## config.mk

```make
export PLATFORM = sky130hd
export DESIGN_NAME = afp_top
export DESIGN_NICKNAME = d
export VERILOG_FILES = /design/src/pkg/afp_pkg.sv /design/src/verilog/afp_top.sv
export VERILOG_INCLUDE_DIRS = /design/src /design/src/pkg
export SDC_FILE = /design/constraint.sdc
export NUM_CORES = 1
export LEC_CHECK = 0
export ABC_AREA = 1
export BUFFER_PORTS_ARGS = -buffer_cell sky130_fd_sc_hd__buf_2
export CAP_MARGIN = 20
export CORE_MARGIN = 1
export CORE_UTILIZATION = 50
export CTS_CLUSTER_DIAMETER = 120
export DETAILED_ROUTE_END_ITERATION = 16
export HOLD_SLACK_MARGIN = 0.1
export PLACE_DENSITY = 0.81
export SYNTH_ARGS = -nofsm -noshare
export SYNTH_HDL_FRONTEND = slang
export SYNTH_SLANG_ARGS = --single-unit
export TNS_END_PERCENT = 20
```

## constraint.sdc

```tcl
create_clock -name clk_i -period 1.9 [get_ports clk_i]
set_input_delay 0.095 -clock clk_i [delete_from_list [all_inputs] [get_ports clk_i]]
set_output_delay 0.095 -clock clk_i [all_outputs]
set_load 0.1 [all_outputs]
```

## src/pkg/afp_regs.svh

```systemverilog
// Purpose: Offsets, field positions, reset values and timing counts
// Assumes: 20 MHz system clock, classic Wishbone with 32-bit data
// Notes:   Included by bare name; definitions only
`ifndef AFP_REGS_SVH
`define AFP_REGS_SVH
// -------------------------------------------------
// Register byte offsets
// -------------------------------------------------
`define AFP_OFS_CTRL     4'h0
`define AFP_OFS_STATUS   4'h4
`define AFP_OFS_FAULT    4'h8
`define AFP_OFS_PROT     4'hC
// -------------------------------------------------
// Control fields and reset value
// -------------------------------------------------
`define AFP_CTRL_EN      0
`define AFP_CTRL_FOLDDIS 1
`define AFP_CTRL_RST     2'h1
// -------------------------------------------------
// Fault bit positions (status 8..13, sticky 0..5)
// -------------------------------------------------
`define AFP_F_OTP        0
`define AFP_F_UV         1
`define AFP_F_OV         2
`define AFP_F_UBAL       3
`define AFP_F_CLK        4
`define AFP_F_OCP        5
`define AFP_NFLT         6
// -------------------------------------------------
// Timing
// -------------------------------------------------
`define AFP_CLK_HZ       20000000
`define AFP_T_RESTART_MS 100
`define AFP_RESTART_CYC  (`AFP_T_RESTART_MS * (`AFP_CLK_HZ / 1000))
`define AFP_T_CLKLOSS_NS 10000
`define AFP_CLKLOSS_CYC  ((`AFP_T_CLKLOSS_NS * (`AFP_CLK_HZ / 1000000)) / 1000)
`define AFP_T_FOLD_US    1000
`define AFP_FOLD_CYC     (`AFP_T_FOLD_US * (`AFP_CLK_HZ / 1000000))
// -------------------------------------------------
// Gain reduction and fault integrator
// -------------------------------------------------
`define AFP_ATTEN_MAX    4'hC
`define AFP_PROT_FULL    8'hFF
`define AFP_PROT_DRAIN   8'h20
`define AFP_PROT_CHARGE  8'h08
`define AFP_NPIN         14
`endif

```

## src/pkg/afp_pkg.sv

```systemverilog
// Purpose: Types shared by the fault protection manager
// Assumes: Nothing beyond SystemVerilog 2012
// Notes:   Constants live in afp_regs.svh
package afp_pkg;
   // Supervisor states
   typedef enum logic [1:0] {
      ST_STBY  = 2'b00,
      ST_DELAY = 2'b01,
      ST_CHECK = 2'b10,
      ST_RUN   = 2'b11
   } afp_state_t;
endpackage

```

## src/verilog/afp_top.sv

```systemverilog
// Purpose: Fault protection manager for a two-channel switching amplifier
// Assumes: Fault pins are asynchronous levels; rail magnitudes come from
//          a converter clocked by clk_i
// Notes:   Power stages only run in ST_RUN; all restarts wait one delay
//
// Overview of operation
// - Ramp gain down inside foldback temperature band
// - Attenuation reaches at least six dB
// - Foldback disable leaves only overtemperature shutdown
// - Shutdown at limit, restart 100 ms later
// - One overcurrent detector per power switch
// - High impedance overload clips, keeps switching
// - Event swaps switches, drains integrator partly
// - Drained integrator shuts down, starts timer
// - Retry every 100 ms until overcurrent clears
// - Check rail shorts before enabling stages
// - Repeat rail short check on retries
// - Undervoltage shuts down, restarts 100 ms later
// - Overvoltage stops stages, restarts 100 ms later
// - Rail imbalance over factor two faults
// - Lost or slow carrier keeps amplifier off
// - Clock return restarts after full delay
//
// The implementer's own choices: the Wishbone register port and the register offsets.
`timescale 1ns/1ps
`include "afp_regs.svh"
module afp_top
   import afp_pkg::*;
#(
   parameter int RESTART_CYC = `AFP_RESTART_CYC,
   parameter int FOLD_CYC    = `AFP_FOLD_CYC
) (
   // Clock and reset
   input  wire logic        clk_i,
   input  wire logic        rst_i,
   // Wishbone slave
   input  wire logic        wb_cyc_i,
   input  wire logic        wb_stb_i,
   input  wire logic        wb_we_i,
   input  wire logic [31:0] wb_adr_i,
   input  wire logic [3:0]  wb_sel_i,
   input  wire logic [31:0] wb_dat_i,
   output logic      [31:0] wb_dat_o,
   output logic             wb_ack_o,
   // Sensing pins (asynchronous)
   input  wire logic        temp_fold_i,
   input  wire logic        temp_shut_i,
   input  wire logic [3:0]  oc_i,
   input  wire logic        low_z_i,
   input  wire logic [1:0]  rail_short_i,
   input  wire logic        uv_i,
   input  wire logic        ov_i,
   input  wire logic        mode_run_i,
   input  wire logic        fold_dis_i,
   input  wire logic        carrier_i,
   // Rail magnitudes (same clock)
   input  wire logic [7:0]  positive_analog_rail_i,
   input  wire logic [7:0]  negative_analog_rail_i,
   // Power stage control
   output logic             stage_en_o,
   output logic [3:0]       force_off_o,
   output logic [3:0]       force_on_o,
   output logic [3:0]       gain_atten_o
);
   // -------------------------------------------------
   // Pin synchronisers
   // -------------------------------------------------
   logic [`AFP_NPIN-1:0] pin_raw;   // Packed pin vector
   logic [`AFP_NPIN-1:0] meta_ff;   // First stage, read only by sync_ff
   logic [`AFP_NPIN-1:0] sync_ff;   // Second stage, safe to use
   assign pin_raw = {carrier_i, fold_dis_i, mode_run_i, ov_i, uv_i,
                     rail_short_i, low_z_i, oc_i, temp_shut_i, temp_fold_i};
   // Two flops per pin
   genvar g;
   generate
      for (g = 0; g < `AFP_NPIN; g++) begin : g_sync
         always_ff @(posedge clk_i) begin
            if (rst_i) begin
               meta_ff[g] <= 1'b0;
               sync_ff[g] <= 1'b0;
            end else begin
               meta_ff[g] <= pin_raw[g];
               sync_ff[g] <= meta_ff[g];
            end
         end
      end
   endgenerate
   logic       s_fold;              // Above foldback level
   logic       s_shut;              // Above shutdown level
   logic [3:0] s_oc;                // Per switch overcurrent
   logic       s_lowz;              // Fault below impedance threshold
   logic [1:0] s_short;             // Output tied to a rail
   logic       s_uv;                // Under-voltage
   logic       s_ov;                // Over-voltage
   logic       s_run;               // Mode pin out of standby
   logic       s_fdis;              // Mode pin foldback disable
   logic       s_car;               // Carrier clock level
   assign {s_car, s_fdis, s_run, s_ov, s_uv, s_short, s_lowz, s_oc, s_shut, s_fold} = sync_ff;
   // -------------------------------------------------
   // Registers and shared state
   // -------------------------------------------------
   logic [1:0]             ctrl_ff;      // Enable, software foldback disable
   logic [`AFP_NFLT-1:0]   sticky_ff;    // Fault history, write one to clear
   afp_state_t             state_ff;     // Supervisor state
   afp_state_t             nxt_state;
   logic [7:0]             prot_ff;      // Fault integrator level
   logic [3:0]             atten_ff;     // Gain reduction in dB
   logic [3:0]             oc_prev_ff;   // Overcurrent edge detect
   logic                   car_prev_ff;  // Carrier edge detect
   logic [7:0]             loss_cnt_ff;  // Cycles since last carrier edge
   logic                   clk_lost_ff;  // Carrier missing or slow
   logic [20:0]            rst_cnt_ff;   // Restart delay counter
   logic [14:0]            fold_cnt_ff;  // Foldback step pacing
   logic                   ubal_ff;      // Rail imbalance registered
   logic                   stage_en_ff;
   logic [3:0]             force_off_ff;
   logic [31:0]            rdat_ff;
   logic                   ack_ff;
   logic                   car_edge;     // Start of switching cycle
   logic [3:0]             oc_evt;       // New overcurrent events
   logic                   fault_any;    // Any shutdown fault present
   logic                   ocp_trip;     // Integrator fully drained
   logic                   delay_done;
   logic                   fold_off;
   logic [`AFP_NFLT-1:0]   flt_now;
   logic                   wr_hit;
   assign car_edge   = s_car & ~car_prev_ff;
   assign oc_evt     = s_oc & ~oc_prev_ff;
   assign ocp_trip   = (state_ff == ST_RUN) && (prot_ff == 8'h00);
   assign delay_done = (rst_cnt_ff == 21'(RESTART_CYC - 1));
   assign fold_off   = s_fdis | ctrl_ff[`AFP_CTRL_FOLDDIS];
   assign fault_any  = s_shut | s_uv | s_ov | ubal_ff | clk_lost_ff;
   assign flt_now    = {ocp_trip, clk_lost_ff, ubal_ff, s_ov, s_uv, s_shut};
   assign wr_hit     = wb_cyc_i & wb_stb_i & wb_we_i & ack_ff & wb_sel_i[0];
   // -------------------------------------------------
   // Rail imbalance and carrier supervision
   // -------------------------------------------------
   // factor two comparison
   always_ff @(posedge clk_i) begin
      if (rst_i) begin
         ubal_ff <= 1'b0;
      end else begin
         ubal_ff <= ({1'b0, positive_analog_rail_i} > {negative_analog_rail_i, 1'b0}) ||
                    ({1'b0, negative_analog_rail_i} > {positive_analog_rail_i, 1'b0});
      end
   end
   // Carrier edge watchdog; a slow carrier also times out
   always_ff @(posedge clk_i) begin
      if (rst_i) begin
         car_prev_ff <= 1'b0;
         loss_cnt_ff <= 8'h00;
         clk_lost_ff <= 1'b1;
      end else begin
         car_prev_ff <= s_car;
         if (car_edge) begin
            loss_cnt_ff <= 8'h00;
            clk_lost_ff <= 1'b0;
         end else if (loss_cnt_ff == 8'(`AFP_CLKLOSS_CYC - 1)) begin
            clk_lost_ff <= 1'b1;
         end else begin
            loss_cnt_ff <= loss_cnt_ff + 8'h01;
         end
      end
   end
   // -------------------------------------------------
   // Restart delay and supervisor
   // -------------------------------------------------
   // Counter runs only with every fault clear and start-up requested
   always_ff @(posedge clk_i) begin
      if (rst_i) begin
         rst_cnt_ff <= 21'h000000;
      end else if (state_ff != ST_DELAY || fault_any || !s_run) begin
         rst_cnt_ff <= 21'h000000;
      end else if (!delay_done) begin
         rst_cnt_ff <= rst_cnt_ff + 21'h000001;
      end
   end
   // Next state
   always_comb begin
      nxt_state = state_ff;
      unique case (state_ff)
         // Waiting for mode pin and software enable
         ST_STBY: begin
            if (s_run && ctrl_ff[`AFP_CTRL_EN]) begin
               nxt_state = ST_DELAY;
            end
         end
         ST_DELAY: begin
            if (delay_done) begin
               nxt_state = ST_CHECK;
            end
         end
         ST_CHECK: begin
            if (fault_any) begin   // New fault restarts the delay
               nxt_state = ST_DELAY;
            end else if (s_short == 2'b00) begin
               nxt_state = ST_RUN;
            end
         end
         ST_RUN: begin
            if (fault_any || ocp_trip) begin
               nxt_state = ST_DELAY;
            end
         end
      endcase
      // Standby overrides everything
      if (!s_run || !ctrl_ff[`AFP_CTRL_EN]) begin
         nxt_state = ST_STBY;
      end
   end
   // State register and stage enable
   always_ff @(posedge clk_i) begin
      if (rst_i) begin
         state_ff    <= ST_STBY;
         stage_en_ff <= 1'b0;
      end else begin
         state_ff    <= nxt_state;
         stage_en_ff <= (nxt_state == ST_RUN);
      end
   end
   // -------------------------------------------------
   // Cycle by cycle current limit and integrator
   // -------------------------------------------------
   // limit only, keep switching
   always_ff @(posedge clk_i) begin
      if (rst_i) begin
         oc_prev_ff   <= 4'h0;
         force_off_ff <= 4'h0;
      end else begin
         oc_prev_ff <= s_oc;
         if (state_ff != ST_RUN || car_edge) begin
            force_off_ff <= 4'h0;
         end else begin
            force_off_ff <= force_off_ff | oc_evt;
         end
      end
   end
   // Only low impedance faults drain; refill once per clean cycle
   always_ff @(posedge clk_i) begin
      if (rst_i) begin
         prot_ff <= `AFP_PROT_FULL;
      end else if (state_ff != ST_RUN) begin
         prot_ff <= `AFP_PROT_FULL;
      end else if (oc_evt != 4'h0 && s_lowz) begin
         prot_ff <= (prot_ff > `AFP_PROT_DRAIN) ? prot_ff - `AFP_PROT_DRAIN : 8'h00;
      end else if (car_edge && force_off_ff == 4'h0) begin
         prot_ff <= (prot_ff < `AFP_PROT_FULL - `AFP_PROT_CHARGE) ?
                    prot_ff + `AFP_PROT_CHARGE : `AFP_PROT_FULL;
      end
   end
   // -------------------------------------------------
   // Thermal gain reduction
   // -------------------------------------------------
   // One dB per step, down when cooling below the band
   always_ff @(posedge clk_i) begin
      if (rst_i) begin
         fold_cnt_ff <= 15'h0000;
         atten_ff    <= 4'h0;
      end else if (fold_off) begin
         fold_cnt_ff <= 15'h0000;
         atten_ff    <= 4'h0;
      end else if (fold_cnt_ff != 15'(FOLD_CYC - 1)) begin
         fold_cnt_ff <= fold_cnt_ff + 15'h0001;
      end else begin
         fold_cnt_ff <= 15'h0000;
         if (s_fold && !s_shut && atten_ff != `AFP_ATTEN_MAX) begin
            atten_ff <= atten_ff + 4'h1;
         end else if (!s_fold && atten_ff != 4'h0) begin
            atten_ff <= atten_ff - 4'h1;
         end
      end
   end
   // -------------------------------------------------
   // Wishbone slave
   // -------------------------------------------------
   // Control register, low byte lane
   always_ff @(posedge clk_i) begin
      if (rst_i) begin
         ctrl_ff <= `AFP_CTRL_RST;
      end else if (wr_hit && wb_adr_i == {28'h0000000, `AFP_OFS_CTRL}) begin
         ctrl_ff <= wb_dat_i[1:0];
      end
   end
   // Sticky faults; a new event wins over a clear
   always_ff @(posedge clk_i) begin
      if (rst_i) begin
         sticky_ff <= 6'h00;
      end else if (wr_hit && wb_adr_i == {28'h0000000, `AFP_OFS_FAULT}) begin
         sticky_ff <= (sticky_ff & ~wb_dat_i[5:0]) | flt_now;
      end else begin
         sticky_ff <= sticky_ff | flt_now;
      end
   end
   // One wait state; unmapped reads return zero
   always_ff @(posedge clk_i) begin
      if (rst_i) begin
         ack_ff  <= 1'b0;
         rdat_ff <= 32'h00000000;
      end else begin
         ack_ff  <= wb_cyc_i & wb_stb_i & ~ack_ff;
         rdat_ff <= 32'h00000000;
         if (wb_adr_i[31:4] == 28'h0000000) begin
            unique case (wb_adr_i[3:0])
               `AFP_OFS_CTRL:   rdat_ff <= {30'h00000000, ctrl_ff};
               `AFP_OFS_STATUS: rdat_ff <= {16'h0000, s_short, flt_now, atten_ff,
                                            s_fold, stage_en_ff, state_ff};
               `AFP_OFS_FAULT:  rdat_ff <= {26'h0000000, sticky_ff};
               `AFP_OFS_PROT:   rdat_ff <= {24'h000000, prot_ff};
               default:         rdat_ff <= 32'h00000000;
            endcase
         end
      end
   end
   // -------------------------------------------------
   // Outputs
   // -------------------------------------------------
   assign wb_dat_o     = rdat_ff;
   assign wb_ack_o     = ack_ff;
   assign stage_en_o   = stage_en_ff;
   assign force_off_o  = force_off_ff;
   assign force_on_o   = {force_off_ff[2], force_off_ff[3], force_off_ff[0], force_off_ff[1]};
   assign gain_atten_o = atten_ff;
endmodule

```

Yosys cells after proc, flatten, opt, wreduce, memory -nomap -nowiden:

Cells that the tools add are included.
W data, S select, Z words.

* register bits: 139
* input bits: 103
* output and inout port bits: 46
* logic and storage cells: 147

* add/sub/neg operators: 7
* order comparisons: 4
* equal/unequal tests: 14
* mux-type cells: 17
* bitwise gates (word level): 22
* reductions and logical operators: 39

Operators with widths (count)
* $pmux W16 S4: 1
* $eq A32 B4 Y1 const B: 1
* $logic_not A32 Y1: 1
* $mux W8: 4
* $logic_not A28 Y1: 1
* $add A21 B1 Y21 const B: 1
* $eq A21 B21 Y1 const B: 1
* $gt A8 B9 Y1: 2
* $add A15 B1 Y15 const B: 1
* $ne A15 B15 Y1 const B: 1
* $mux W2: 6
* $or A6 B6 Y6: 2
* $reduce_or A2 Y1: 6
* $logic_and A1 B1 Y1: 9
* $add A8 B1 Y8 const B: 1
* $add A8 B4 Y8 const B: 1
* $eq A4 B4 Y1 const B: 2
* $eq A8 B8 Y1 const B: 1
* $gt A8 B6 Y1 const B: 1
* $logic_not A4 Y1: 2
* $logic_not A8 Y1: 1
* $lt A8 B8 Y1 const B: 1
* $mux W4: 2
* $pmux W2 S4: 1
* 26 further kinds: 53

Longest topological paths before layout:

* word-level depth: 9
* depth in mapped cells: 12

Worst setup path before layout:

Ideal clock, no wire load.

* path type: register -> register
* start: register atten_ff[0] (netlist: gain_atten_o[0])
* end: register atten_ff[3] (netlist: gain_atten_o[3])
* arrival: 2.336 ns
* slack: -0.505 ns
* stages on the path, launching flop included: 12
* clock period less this slack: 2.405 ns
* cell sequence: dfxtp_1 inv_1 nand4_1 nand2_1 ha_1 nand2_1 nand2_1 nor2_1 nand3_1 nand2_1 nand2_1 a21oi_1

* longest elaborated chain between the ends: 4
* elaborated cells on any way between the ends: 10

Ends and longest elaborated chain
* from (decl): RTL line afp_top.sv:107 `logic [3:0] atten_ff;`
* from (signal assigned): RTL line afp_top.sv:267 `atten_ff <= atten_ff + 4'h1;`
* from (signal assigned): RTL line afp_top.sv:269 `atten_ff <= atten_ff - 4'h1;`
* parallel branches: the longest is 4 deep, another holds $sub A4 B1 Y4

Several ways; the timed one is not identified. The select of a mux whose other input is x is not followed.
A chain may end at the register's enable or synchronous reset.

Worst setup path after layout:

* start: register atten_ff[1] (netlist: gain_atten_o[1])
* end: register atten_ff[3] (netlist: gain_atten_o[3])

Same word-level chain as after synthesis.

==> flow_summary.toml <==
[final_layout]
final_cell_mix = "141 x inv_1, 141 x nor2_1, 125 x nand2_1"
area_growth_pct = 25.5
fin_nets = 1067
n_fill_cell = 889
num_antenna_cells = 0
drive_gt1_share_pct = 17.7
fin_util_pct = 65.2

[detailed_routing]
via_per_inst = 4.84
dr.pass1.iters = 7
wl_per_cell_um = 11.8
first_iter_violations = 337
wirelength_um = 12900
ant_nets = 0
drc = 0
via_count = 5297

[floorplanning]
die_h_um = 109
die_x_um = 109
num_rows = 38
die_area_um2 = 11800
core-area_um2 = 11000
start_util_pct = 52.0
io_pins = 149

[pwr]
p_per_area_nw_per_um2 = 861
ir_drop_mv = 0.621
p_leak_uw = 0.00338

[global_routing]
overflow = 0
grt_max_degree = 25
first_global_vias = 5036
track_usage_pct = 23.3
antenna_found_initial = 0
grt_pass1_wl_um = 21800

[setup_path]
required_ps = 2230
timing.rr.start = "gain_atten_o[1]$_SDFFE_PP0P_"
slowest_stage = "dfxtp_4"
path_buf_inv = 1
reg2reg_slack_ps = 240
timing.rr.end = "gain_atten_o[3]$_SDFFE_PP0P_"
max_stage_delay_ps = 360
setup.worst_path.start_class = "flop"
cp_num_cells = 11
crit_chain = "inv_1, nand4_1, nand2_2, ha_1, nand2_1, nand2_1, nor2_1, nand3_1, nand2_1, nand2_1, a21oi_1"
path_class = "reg2reg"
path_common_cell = "nand2_1"
arrival_ps = 1980
cp_top_family = "simple AND/OR/NAND/NOR gates"
critPathMaxFanout = 5
endpoint_kind = "flop"
rr_worst_depth = 11

[synth]
synth_fa_ha_area_share_pct = 5.17
synth_area_per_cell_um2 = 7.13
synth_cell_types = 39
yosys.area_share.xor_xnor_pct = 1.38
synth-seq-cells = 121
synth_top_family_by_area = "simple AND/OR/NAND/NOR gates"
synthSimpleGateAreaFrac_pct = 29.2
ys_seq_area_share_pct = 42.4
async_flop_share_pct = 0
syn_area_um2 = 5710
synth_mux_area_share_pct = 0
synth_edf_count = 0
netlist_instances = 800
synth_compound_area_share_pct = 8.92
synth_warnings = 0
synth_flop_cell = "dfxtp_1"

[hold_path]
holdPathStages = 4
min_to = "ubal_ff$_SDFF_PP0_"
min_from = "negative_analog_rail_i[7]"
hp-class = "in2reg"

[clocking]
clockRootBuffer = "clkbuf_16"
cts.clk_slew.worst_paths_ps = 50
cts_tree = "built"
htreeDepth = 4
numCtsBuffers = 17
clkLatencyLatePin_ps = 400
postCtsSetupBuffers = 0
cts_buffer_depth = 2
cts.sinks = 121

[place]
portBuffers = 103
hpwl_um = 9070
gp_congestion = 0.871

[sta]
timing.final.hold_violations = 0
fmax_mhz = 604
clock_skew_ps = 5.13
tightest_slew_ps = 539
period_needed_ps = 1660
slew_violations = 0
period_share_pct = 87.2
finalSetupTns_ps = 0
final-setup-viol-count = 0
slew_headroom_pct = 63.8
rsz0062_at_grt = "false"

[status]
outcome = "finished, final reports clean"

[run]
maxCapViolations = 0
kinds of logic (layout without fill, tap and decap cells):
kind of cell,count (synthesis),in the layout
AO/OA/AOI/OAI,95,95
buffers and inverters,172,311
XOR/XNOR,9,9
other,1,16
flip-flops,121,121
adder cells (fa/ha/maj),23,23
AND/OR/NAND/NOR,379,379
Yosys cell counts (all sizes together) (3+ instances only):
cell type | number | area share [%]
a211oi | 3 | 0.39
a21oi | 47 | 4.1
buf | 23 | 3.0
clkbuf | 5 | 0.33
dfxtp | 121 | 42
ha | 22 | 4.8
inv | 144 | 9.5
nand2 | 129 | 8.6
nand3 | 54 | 5.0
nand4 | 21 | 2.3
nor2 | 147 | 10
nor3 | 13 | 1.3
nor3b | 5 | 0.66
o21ai | 31 | 2.7
o22ai | 7 | 0.77
or2 | 5 | 0.55
xor2 | 7 | 1.1
what timing repair did:
action	in CTS	in global routing
endpoints found under the setup margin	0	2
hold buffers	25	0
gates resized for setup	0	5
hold endpoints to repair	27	0
worst register-to-register path, stage by stage, from the launching register on:
cell,delay (ps)
dfxtp_4,360
inv_1,90
nand4_1,140
nand2_2,150
ha_1,280
nand2_1,80
nand2_1,50
nor2_1,130
nand3_1,90
nand2_1,70
nand2_1,50
a21oi_1,110
routing by layer:
layer / global-route usage (%) / vias to the layer above / wire length, µm
met5: 0 / - / 0
met4: 9.07 / 0 / 245
met3: 5.80 / 26 / 568
met2: 39.5 / 133 / 6260
met1: 28.4 / 2359 / 5840
li1: - / 2779 / -
registers in the layout, summed over array words and instances, names as in the netlist, 2 cells and up:
name	flops
force_off_o	4
gain_atten_o	4
oc_prev_ff	4
s_short	2
prot_ff	6
sticky_ff	6
s_oc	4
loss_cnt_ff	8
rst_cnt_ff	21
state_ff	2
meta_ff	14
fold_cnt_ff	15
ctrl_ff	2
wb_dat_o	16
through the flow:
stage	instance area, µm²	total power [µW]	setup slack, ps	std cells	hold slack [ps]
6_report	7170	6170	244	1094	78.1
5_1_grt	7170	6400	29.7	1094	154
4_1_cts	7160	6200	24.9	1095	219
3_5_place_dp	6330	3120	230	1038	305
3_3_place_gp	6330	3110	260	1038	296
2_1_floorplan	5770	3010	28.7	815	202
worst max path at each step:
stage	endpoint	start
after detailed placement	gain_atten_o[3]$_SDFFE_PP0P_	gain_atten_o[1]$_SDFFE_PP0P_
after floorplan	gain_atten_o[3]$_SDFFE_PP0P_	gain_atten_o[2]$_SDFFE_PP0P_
after CTS	ubal_ff$_SDFF_PP0_	positive_analog_rail_i[7]
final	gain_atten_o[3]$_SDFFE_PP0P_	gain_atten_o[1]$_SDFFE_PP0P_
after global routing	gain_atten_o[3]$_SDFFE_PP0P_	gain_atten_o[1]$_SDFFE_PP0P_
after global placement	gain_atten_o[3]$_SDFFE_PP0P_	gain_atten_o[1]$_SDFFE_PP0P_
area by class of cell:
cell class | count | area [µm²] | area share, %
Tap cell | 140 | 175 | 2.44
Multi-Input combinational cell | 522 | 2630 | 36.6
Timing Repair Buffer | 135 | 816 | 11.4
Sequential cell | 121 | 2430 | 33.9
Inverter | 144 | 541 | 7.54
Clock inverter | 11 | 95.1 | 1.33
Clock buffer | 21 | 482 | 6.72
report_power, final:
part	internal [µW]	switching [µW]	total (µW)
Sequential	2590	26.9	2620
Combinational	175	328	503
Clock	1940	1120	3050
Power figures use the tool's default switching activity.
